===== src/adcc_pkg.sv =====
// What this block does
// - conversion-active falling at completion sets the conversion-end request flag
// - interrupt request raised only while the conversion-end enable bit is one
// - three-bit channel field picks analog channel by binary value; 001 is one
// - each pin analog select bit marks its own pin analog when set
// - writing zero clears the request flag; software clears it before enabling
// - writing one to conversion-active flag starts conversion on selected channel
// - completion loads result, clears active flag same cycle, returns to idle
// - another write of one after idle starts a fresh full conversion
// - speed bit zero gives 62 clock cycles, one gives 31 cycles
// - 8-bit result held until next completion and not cleared on reset
// - writing zero to the active flag during conversion stops it
package adcc_pkg;

	localparam int RES_BITS = 8;
	localparam int CHAN_BITS = 3;
	localparam int NUM_CHAN = 8;
	localparam int CONV_SLOW_CYC = 62;
	localparam int CONV_FAST_CYC = 31;
	localparam int STEPS = RES_BITS;

	localparam int MODE_SPEED_POS = 7;
	localparam int MODE_CHAN_POS = 0;
	localparam logic [3:0] MODE_RSVD_VAL = 4'hf;
	localparam logic [7:0] MODE_RST = 8'h78;
	localparam logic [7:0] START_RSVD_VAL = 8'h7f;
	localparam logic [7:0] PIN_SEL_RST = 8'h00;
	localparam logic [7:0] SAR_FIRST = 8'h80;
	localparam logic [7:0] CHAN_ONE_HOT = 8'h01;

	typedef struct packed {
		logic speed;
		logic [3:0] rsvd;
		logic [2:0] chan;
	} adcc_mode_t;

	typedef struct packed {
		logic [7:0] mux_sel;
		logic [7:0] dac_code;
		logic sample;
	} adcc_afe_t;

endpackage


===== src/adcc_sar.sv =====
`timescale 1ns/1ns
`default_nettype none
module adcc_sar #(
	parameter int WIDTH = adcc_pkg::RES_BITS
) (
	input wire logic clock_i,
	input wire logic rst_n_i,
	input wire logic load_i,
	input wire logic decide_i,
	input wire logic cmp_i,
	output logic [WIDTH-1:0] code_o,
	output logic [WIDTH-1:0] next_code_o
);
	import adcc_pkg::*;

	if (WIDTH < 2) begin : g_bad_width
		$error("sar width must be at least two bits");
	end

	logic [WIDTH-1:0] mask;
	logic [WIDTH-1:0] next_trial;

	// keep the trial bit only when the input is at or above it
	assign next_code_o = cmp_i ? code_o : (code_o & ~mask);
	assign next_trial = next_code_o | (mask >> 1);

	always_ff @(posedge clock_i or negedge rst_n_i) begin
		if (!rst_n_i) begin
			code_o <= '0;
			mask <= '0;
		end else if (load_i) begin
			code_o <= {1'b1, {(WIDTH-1){1'b0}}};
			mask <= {1'b1, {(WIDTH-1){1'b0}}};
		end else if (decide_i) begin
			code_o <= next_trial;
			mask <= mask >> 1;
		end
	end

endmodule
`default_nettype wire


===== src/adcc_conv_ctrl.sv =====
`timescale 1ns/1ns
`default_nettype none
module adcc_conv_ctrl #(
	parameter int SLOW_CYCLES = adcc_pkg::CONV_SLOW_CYC,
	parameter int FAST_CYCLES = adcc_pkg::CONV_FAST_CYC
) (
	input wire logic clock_i,
	input wire logic rst_n_i,
	input wire logic mode_wr_i,
	input wire adcc_pkg::adcc_mode_t mode_wdata_i,
	input wire logic start_wr_i,
	input wire logic start_wdata_i,
	input wire logic req_wr_i,
	input wire logic req_wdata_i,
	input wire logic conv_end_irq_enable_i,
	input wire logic pin_sel_wr_i,
	input wire logic [7:0] pin_sel_wdata_i,
	input wire logic analog_cmp_i,
	output var adcc_pkg::adcc_mode_t converter_mode_reg_o,
	output logic [7:0] pin_analog_select_bits_o,
	output logic conversion_active_flag_o,
	output logic [7:0] converter_start_reg_o,
	output logic conv_end_request_flag_o,
	output logic conv_end_irq_o,
	output logic [7:0] conversion_result_reg_o,
	output var adcc_pkg::adcc_afe_t afe_o
);
	import adcc_pkg::*;

	if (SLOW_CYCLES < 8 || SLOW_CYCLES > 63 ||
		FAST_CYCLES < 8 || FAST_CYCLES > 63) begin : g_bad_period
		$error("conversion periods must lie between 8 and 63 cycles");
	end

	////////////////////////////////////////////////////////////////////////
	// period and step timing
	localparam logic [5:0] SLOW_M1 = 6'(SLOW_CYCLES - 1);
	localparam logic [5:0] FAST_M1 = 6'(FAST_CYCLES - 1);
	localparam logic [2:0] SLOW_STEP_M1 = 3'(SLOW_CYCLES / STEPS - 1);
	localparam logic [2:0] FAST_STEP_M1 = 3'(FAST_CYCLES / STEPS - 1);
	localparam logic [5:0] SLOW_SAMP =
		6'(SLOW_CYCLES - STEPS * (SLOW_CYCLES / STEPS));
	localparam logic [5:0] FAST_SAMP =
		6'(FAST_CYCLES - STEPS * (FAST_CYCLES / STEPS));
	localparam logic [6:0] SLOW_LEN = 7'(SLOW_CYCLES);
	localparam logic [6:0] FAST_LEN = 7'(FAST_CYCLES);

	logic active;
	logic run_fast;
	logic [5:0] cyc;
	logic [2:0] tick;
	logic req;
	logic irq;
	adcc_mode_t mode;
	logic [7:0] pin_sel;
	logic [7:0] mux_sel;
	logic [7:0] result;
	logic sample;
	logic [6:0] run_len;
	logic loaded;

	logic [7:0] dac_code;
	logic [7:0] sar_result;

	////////////////////////////////////////////////////////////////////////
	// decode
	wire start_req = start_wr_i && start_wdata_i && !active;
	wire stop_req = start_wr_i && !start_wdata_i && active;
	wire [5:0] period_m1 = run_fast ? FAST_M1 : SLOW_M1;
	wire [2:0] step_m1 = run_fast ? FAST_STEP_M1 : SLOW_STEP_M1;
	wire [5:0] samp_len = run_fast ? FAST_SAMP : SLOW_SAMP;
	wire in_sample = cyc < samp_len;
	wire decide = active && !in_sample && (tick == step_m1);
	wire finish = active && (cyc == period_m1) && !stop_req;
	wire req_clr = req_wr_i && !req_wdata_i;
	// a completion in the clearing cycle still sets the flag
	wire next_req = finish || (req && !req_clr);
	wire next_active = start_req || (active && !finish && !stop_req);
	wire next_irq = next_req && conv_end_irq_enable_i;
	wire adcc_mode_t next_mode = mode_wr_i ?
		{mode_wdata_i.speed, MODE_RSVD_VAL, mode_wdata_i.chan} : mode;
	wire [7:0] next_mux_sel = CHAN_ONE_HOT << next_mode.chan;
	wire [7:0] next_pin_sel = pin_sel_wr_i ? pin_sel_wdata_i : pin_sel;

	////////////////////////////////////////////////////////////////////////
	// control registers
	always_ff @(posedge clock_i or negedge rst_n_i) begin
		if (!rst_n_i) begin
			mode <= MODE_RST;
			mux_sel <= CHAN_ONE_HOT;
			pin_sel <= PIN_SEL_RST;
		end else begin
			mode <= next_mode;
			mux_sel <= next_mux_sel;
			pin_sel <= next_pin_sel;
		end
	end

	always_ff @(posedge clock_i or negedge rst_n_i) begin
		if (!rst_n_i) begin
			active <= 1'b0;
			req <= 1'b0;
			irq <= 1'b0;
			sample <= 1'b0;
		end else begin
			active <= next_active;
			req <= next_req;
			irq <= next_irq;
			sample <= active && in_sample && next_active;
		end
	end

	////////////////////////////////////////////////////////////////////////
	// conversion sequencing
	always_ff @(posedge clock_i or negedge rst_n_i) begin
		if (!rst_n_i) begin
			run_fast <= 1'b0;
			cyc <= '0;
		end else if (start_req) begin
			run_fast <= mode.speed;
			cyc <= '0;
		end else if (active) begin
			cyc <= cyc + 6'h01;
		end
	end

	always_ff @(posedge clock_i or negedge rst_n_i) begin
		if (!rst_n_i) begin
			tick <= '0;
		end else if (start_req || decide) begin
			tick <= '0;
		end else if (active && !in_sample) begin
			tick <= tick + 3'h1;
		end
	end

	// result has no reset and changes only on completion
	always_ff @(posedge clock_i) begin
		if (finish) begin
			result <= sar_result;
		end
	end

	adcc_sar #(
		.WIDTH(RES_BITS)
	) u_sar (
		.clock_i(clock_i),
		.rst_n_i(rst_n_i),
		.load_i(start_req),
		.decide_i(decide),
		.cmp_i(analog_cmp_i),
		.code_o(dac_code),
		.next_code_o(sar_result)
	);

	////////////////////////////////////////////////////////////////////////
	// outputs
	assign converter_mode_reg_o = mode;
	assign pin_analog_select_bits_o = pin_sel;
	assign conversion_active_flag_o = active;
	assign converter_start_reg_o = {active, START_RSVD_VAL[6:0]};
	assign conv_end_request_flag_o = req;
	assign conv_end_irq_o = irq;
	assign conversion_result_reg_o = result;
	assign afe_o = '{mux_sel: mux_sel, dac_code: dac_code, sample: sample};

	////////////////////////////////////////////////////////////////////////
	// checks
	always_ff @(posedge clock_i or negedge rst_n_i) begin
		if (!rst_n_i) begin
			run_len <= '0;
		end else if (start_req) begin
			run_len <= 7'h01;
		end else if (active) begin
			run_len <= run_len + 7'h01;
		end
	end

	// result is unknown until the first completion
	always_ff @(posedge clock_i or negedge rst_n_i) begin
		if (!rst_n_i) begin
			loaded <= 1'b0;
		end else if (finish) begin
			loaded <= 1'b1;
		end
	end
endmodule
`default_nettype wire


===== config.mk =====
export PLATFORM = sky130hd
export DESIGN_NAME = adcc_conv_ctrl
export DESIGN_NICKNAME = d
export VERILOG_FILES = /design/src/adcc_pkg.sv /design/src/adcc_sar.sv /design/src/adcc_conv_ctrl.sv
export SDC_FILE = /design/constraint.sdc
export NUM_CORES = 1
export LEC_CHECK = 0
export ABC_AREA = 1
export ABC_CLOCK_PERIOD_IN_PS = 2400
export BUFFER_PORTS_ARGS = -buffer_cell sky130_fd_sc_hd__buf_4
export CORE_MARGIN = 3
export CORE_UTILIZATION = 51
export DETAILED_ROUTE_END_ITERATION = 7
export GPL_TIMING_DRIVEN = 0
export MAX_ROUTING_LAYER = met4
export PLACE_DENSITY = 0.85
export SLEW_MARGIN = 20
export SYNTH_ARGS = -nofsm -noshare
export SYNTH_HDL_FRONTEND = slang
export SYNTH_SLANG_ARGS = --single-unit

===== constraint.sdc =====
create_clock -name clock_i -period 2.4 [get_ports clock_i]
set_clock_uncertainty 0.15 [all_clocks]
set_input_delay 0.12 -clock clock_i [delete_from_list [all_inputs] [get_ports clock_i]]
set_output_delay 0.12 -clock clock_i [all_outputs]
set_load 0.01 [all_outputs]

==> qor.yml, run 1 <==
worstHoldStart: "start_wr_i"
syn_inst: 276
cts_tree: "yes"
worst_pin_slew_ns: 0.620
dr.first_iter.drc_count: 99
drive_gt1_frac: 0.337
hold_path_class: "in2reg"
reg2reg_depth: 7
cts_sinks: 58
worstPathRequired_ns: 2.46
reg2reg_from: "cyc[0]$_DFFE_PN0P_"
top_usage_layer: "met2"
synth_area_um2: 2670
cp-start-kind: "input pin"
cap_viol_max_count: 0
grt_max_degree: 51
p_per_area_nw_per_um2: 736
die_h_um: 78.3
use_met1: 0.225
drt_first_pass_iters: 4
fill_cells: 359
critical_path.most_common_cell: "dlygate4sd3_1"
final_max_slew_viol_count: 0
h-tree-depth: 3
hold_viol: 0
synth_seq_cells: 58
core-area_um2: 4880
antenna_found_initial: 0
holdPathEnd: "cyc[0]$_DFFE_PN0P_"
num_vias: 2060
timing.rr.end: "conversion_result_reg_o[0]$_DFFE_PP_"
cts-buffers-inserted: 9
ctsResizeCount: 0
ys_types: 30
seq_area_frac_synth: 0.560
grtUsageMet3: 0.0734
critical_path_class: "in2reg"
critPathMaxStageDelay_ns: 0.55
placed_area_um2: 3250
cp.arrival_ns: 2.02
min_path_cells: 4
end_kind: "flop"
status: "finished clean"
grt.met2_usage: 0.330
wl_per_cell_um: 11.9
hold_buffers: 17
cp_max_fo: 8
fin_crit_ns: 1.96
grt_overflow_total: 0
p_leak_nw: 2.00
io_pins: 78
place_congestion: 0.849
grt.total_usage: 0.200
fin_nets: 405
fmax_mhz: 510
ant_nets: 0
rows: 25
die_area_um2: 6130
rsz0062_at_grt: "false"
routed_via_density: 4.61
grt_pass1_wl_mm: 9.23
start_util: 0.546
die_x_um: 78.3
design_area_um2: 3630
synth_edf_count: 8
clock_latency_ns: 0.33
route.detailed.drc: 0
rrSetupSlack_ns: 0.59
post-route-period-util: 0.816
yosysWarnings: 0
area_growth_pct: 36.3
portBuffers: 61
setup-violations-final: 0
tns_ns: 0
cts_buffer_depth: 2
syn_area_per_cell_um2: 9.66
path_clk_slew_ns: 0.06
relSlewSlack: 0.587
dp_hpwl_mm: 3.75
synthFlopType: "dfrtp_1"
cp_cell_sequence: "dlygate4sd3_1 -> buf_4 -> nand2_1 -> dlygate4sd3_1 -> o21ai_0 -> dlygate4sd3_1"
finalWirelength_mm: 5.30
ys_async_sr_fraction: 0.862
cpMaxStageDelayCell: "dlygate4sd3_1"
antenna_cells: 0
post-cts-setup-buffers: 0
root_buffer: "clkbuf_8"
grt_pass1_vias: 2075
ir_worst_vdd_uv: 751
-- worst max-delay path: cells and delay by family --
family          cells  cell delay [ns]
simple gates        1             0.05
compound gates      1             0.06
buf+inv             4             1.79
-- where the power goes --
group | switching, W | leakage, nW | internal [W] | total [W]
Clock | 0.000384 | 0.105 | 0.000581 | 0.000965
Sequential | 0.0000832 | 0.728 | 0.00109 | 0.00118
Combinational | 0.000287 | 1.17 | 0.000245 | 0.000531
Total | 0.000754 | 2.00 | 0.00192 | 0.00267
-- kinds of logic (layout without fill, tap and decap cells) --
| group | count (synthesis) | count (layout) | share of synthesized area |
|---|---|---|---|
| simple gates | 110 | 110 | 0.194 |
| buf+inv | 63 | 157 | 0.119 |
| flops | 58 | 58 | 0.560 |
| compound gates | 31 | 31 | 0.0699 |
| mux | 8 | 8 | 0.0338 |
| fa+ha+maj | 4 | 4 | 0.0188 |
| other cells | 1 | 11 | 0.00141 |
| xor+xnor | 1 | 1 | 0.00329 |
-- cell usage in the layout, fill, tap and decap left out, drive strengths merged --
cell type,count
conb,11
nand4,3
clkbuf,9
clkinvlp,2
nand3,18
o21a,1
dfrtp,49
nor2,20
clkinv,3
a21oi,3
buf,80
xor2,1
dlygate4sd3,17
ha,4
nand2,67
nand3b,1
mux2,8
dfstp,1
inv,44
o21ai,26
bufinv,2
or2,1
edfxtp,8
a21boi,1
-- metrics by stage --
| step | setup slack, ns | hold WS (ns) | util | cells | total power (W) |
|---|---|---|---|---|---|
| 5_1_grt | 0.417 | 0.0245 | 0.745 | 447 | 0.00283 |
| 3_5_place_dp | 0.584 | 0.0364 | 0.665 | 414 | 0.00171 |
| 4_1_cts | 0.456 | 0.00778 | 0.745 | 447 | 0.00270 |
| 3_3_place_gp | 0.594 | 0.0327 | 0.665 | 414 | 0.00168 |
| 2_1_floorplan | 0.741 | -0.326 | - | 286 | 0.00152 |
| 6_report | 0.441 | 0.0182 | 0.745 | 447 | 0.00267 |
-- area by class of cell --
cell class / instances / area (um2) / area share
Sequential cell: 58 / 1490 / 0.411
Multi-Input combinational cell: 165 / 893 / 0.246
Timing Repair Buffer: 78 / 628 / 0.173
Inverter: 44 / 165 / 0.0455
Buffer: 19 / 153 / 0.0420
Clock buffer: 9 / 124 / 0.0341
Clock inverter: 7 / 93.8 / 0.0258
Tap cell: 67 / 83.8 / 0.0231
-- registers in the layout, indices dropped and copies added (netlist names), 3 cells and up --
register                  count
cyc                           6
conversion_result_reg_o       8
pin_analog_select_bits_o      8
tick                          3
mux_sel                       8
converter_mode_reg_o          4
u_sar.mask                    8
u_sar.code_o                  8
-- how the worst max path moves through the flow --
stage | startpoint | endpoint | slack, ns
floorplan | cyc[0]$_DFFE_PN0P_ | conversion_result_reg_o[0]$_DFFE_PP_ | 0.74
CTS | mode_wr_i | converter_mode_reg_o[7]$_DFFE_PN0P_ | 0.46
global route | mode_wr_i | converter_mode_reg_o[7]$_DFFE_PN0P_ | 0.42
detailed placement | cyc[0]$_DFFE_PN0P_ | conversion_result_reg_o[6]$_DFFE_PP_ | 0.58
finish | mode_wr_i | converter_mode_reg_o[7]$_DFFE_PN0P_ | 0.44
global placement | cyc[0]$_DFFE_PN0P_ | conversion_result_reg_o[6]$_DFFE_PP_ | 0.59
-- synthesized netlist by cell type, types with 4 or more instances --
master / count / area [um2]
buf_4: 13 / 97.6
o21ai_2: 7 / 61.3
inv_1: 40 / 150
nand3_1: 16 / 80.1
nand2_1: 62 / 233
inv_2: 4 / 15.0
mux2_2: 8 / 90.1
ha_1: 4 / 50.1
dfrtp_1: 49 / 1230
nand2_2: 5 / 31.3
edfxtp_1: 8 / 240
nor2_1: 16 / 60.1
o21ai_0: 17 / 85.1
buf_6: 4 / 45.0
-- per-layer routing --
metal,vias to the layer above,wire length (um)
met1,949,2210
met4,0,85
li1,1042,-
met2,61,2660
met3,8,345
met5,-,0
(Power assumes the default switching activity.)
==> run 2: changes to the inputs <==
- ABC_CLOCK_PERIOD_IN_PS: 2400 -> 1800
- CORE_UTILIZATION: 51 -> 46
- PLACE_DENSITY: 0.85 -> 0.81
- clock period: 2.4 -> 1.8 ns (I/O delays scaled with it)
==> run 2 against run 1 <==
Critical path type is now reg2reg. Register-to-register slack lost 0.53 ns. Count of clock-buffer cells in the layout is the same. Global-route usage shrank 0.72 points. Sequential share of layout area shrank 1.3 points.
==> qor.yml, run 2 (same netlist as run 1, synthesis figures left out) <==
status: "finished clean"
fin_nets: 418  # +3.2%
cts_buffer_depth: 2  # unchanged
dr.first_iter.drc_count: 155  # +57%
num_vias: 2119  # +2.9%
p_leak_nw: 2.04  # +1.8%
portBuffers: 61  # unchanged
cts-buffers-inserted: 9  # unchanged
tns_ns: 0  # unchanged
fin_crit_ns: 1.74
rrSetupSlack_ns: 0.06  # -0.53 ns
grt_max_degree: 51  # unchanged
die_h_um: 82.1  # +4.9%
cp_max_fo: 8  # unchanged
multi_input_area_um2: 901  # +0.84%
h-tree-depth: 3  # unchanged
ir_worst_vdd_uv: 583  # -22%
io_pins: 78  # unchanged
fmax_mhz: 574
clock_latency_ns: 0.33  # about the same
reg2reg_depth: 7  # unchanged
reg2reg_from: "cyc[0]$_DFFE_PN0P_"
critical_path_class: "reg2reg"
grt_overflow_total: 0  # unchanged
p_per_area_nw_per_um2: 940  # +28%
hold_viol: 0  # unchanged
final_max_slew_viol_count: 0  # unchanged
die_x_um: 82.1  # +4.9%
drive_gt1_frac: 0.338  # +0.00158
fill_cells: 441  # +23%
cts_sinks: 58  # unchanged
crit_end: "conversion_result_reg_o[0]$_DFFE_PP_"
final_cell_mix: "buf_4 (77), nand2_1 (62), dfrtp_1 (49)"
route.detailed.drc: 0  # unchanged
grt.total_usage: 0.193  # -0.00718
seq_area_um2: 1490  # unchanged
post-route-period-util: 0.968
dp_hpwl_mm: 3.73  # -0.65%
core-area_um2: 5570  # +14%
startpoint: "cyc[0]$_DFFE_PN0P_"
worst_pin_slew_ns: 0.614  # -0.00613 ns
relSlewSlack: 0.591  # +0.00408
worstPathRequired_ns: 1.69  # -0.77 ns
grt_pass1_vias: 2074  # -0.048%
timing.rr.end: "conversion_result_reg_o[0]$_DFFE_PP_"
die_area_um2: 6750  # +10%
ant_nets: 0  # unchanged
final_core_util: 0.673  # -0.0721
cp.arrival_ns: 1.64  # -0.38 ns
wl_per_cell_um: 12.0  # +1.1%
end_kind: "flop"
finalWirelength_mm: 5.57  # +5.2%
rows: 27  # +8.0%
root_buffer: "clkbuf_8"
cp-start-kind: "flop"
final_common_cell: "buf_4"
area_growth_pct: 40.6
place_congestion: 0.765  # -9.9%
grt_pass1_wl_mm: 9.33  # +1.1%
cts_tree: "yes"
path_clk_slew_ns: 0.07  # about the same
hold_path_class: "in2reg"
start_util: 0.478  # -0.0681
cap_viol_max_count: 0  # unchanged
setup-violations-final: 0  # unchanged
routed_via_density: 4.56  # -1.1%
antenna_cells: 0  # unchanged
antenna_found_initial: 0  # unchanged
drt_first_pass_iters: 4  # unchanged
[run 2: cell count changes in the layout (fill, tap and decap cells not counted), sizes merged]
cell         change
buf              +3
bufinv           -1
clkinvlp         +1
dlygate4sd3     +10
[run 2: metrics by stage]
stage                     cell area (um2)  std cells  total power [W]  worst slack (ns)  hold slack (ns)
after floorplan                      2700        286          0.00203             0.141           -0.356
after global placement               3250        419          0.00224           -0.0131          0.00120
after detailed placement             3250        419          0.00228           -0.0336          0.00416
after CTS                            3720        462          0.00349            0.0363          0.00140
after global routing                 3750        465          0.00375           -0.0409           0.0275
final                                3750        465          0.00352            0.0568           0.0142
[run 2: what timing repair did]
| item | CTS | global route |
|---|---|---|
| gates cloned | 0 | 0 |
| buffers inserted | 0 | 3 |
| gates resized for setup | 1 | 3 |
| endpoints found under the setup margin | 8 | 8 |
| pin swaps | 0 | 1 |
| hold endpoints to repair | 73 | 0 |
| hold buffers | 27 | 0 |
[run 2: routing by layer]
layer | global-route usage | up-vias | part of all wire
met2 | 0.300 | 66 | 0.48
met5 | - | - | 0
li1 | - | 1066 | -
met3 | 0.0672 | 9 | 0.064
met1 | 0.225 | 978 | 0.44
met4 | 0.0880 | 0 | 0.015
[run 2: report_power, final]
group / leakage [nW] / internal (W) / switching, W
Combinational: 1.22 / 0.000385 / 0.000414
Sequential: 0.728 / 0.00146 / 0.000106
Clock: 0.0889 / 0.000633 / 0.000527
Total: 2.04 / 0.00247 / 0.00105
[run 2: layout make-up]
class                      count  area share
clock inverter                 7      0.0187
inverter                      44      0.0447
buffer                        19      0.0407
sequential                    58       0.398
tap                           72      0.0240
multi-input combinational    165       0.240
timing repair buffer          91       0.200
clock buffer                   9      0.0330
[run 2: worst min-delay path by stage]
| stage | cells past startpoint | to | slack, ns | startpoint |
|---|---|---|---|---|
| 6_report | 2 | pin_analog_select_bits_o[1]$_DFFE_PN0P_ | 0.01 | pin_sel_wr_i |
| 5_1_grt | 2 | pin_analog_select_bits_o[1]$_DFFE_PN0P_ | 0.03 | pin_sel_wr_i |
| 4_1_cts | 2 | pin_analog_select_bits_o[1]$_DFFE_PN0P_ | 0.001 | pin_sel_wr_i |
| 3_5_place_dp | 1 | u_sar.code_o[5]$_DFFE_PN0N_ | 0.004 | rst_n_i |
| 3_3_place_gp | 1 | u_sar.code_o[5]$_DFFE_PN0N_ | 0.001 | rst_n_i |
| 2_1_floorplan | 0 | conv_end_irq_o$_DFF_PN0_ | -0.36 | rst_n_i |
[run 2: critical path, cell delays in order (launching register included)]
cell and delay [ns]:
dfrtp_1 0.38, inv_1 0.07, ha_1 0.27, inv_1 0.05, nand4_1 0.12, nor2_2 0.16
nand3_2 0.13, inv_4 0.13
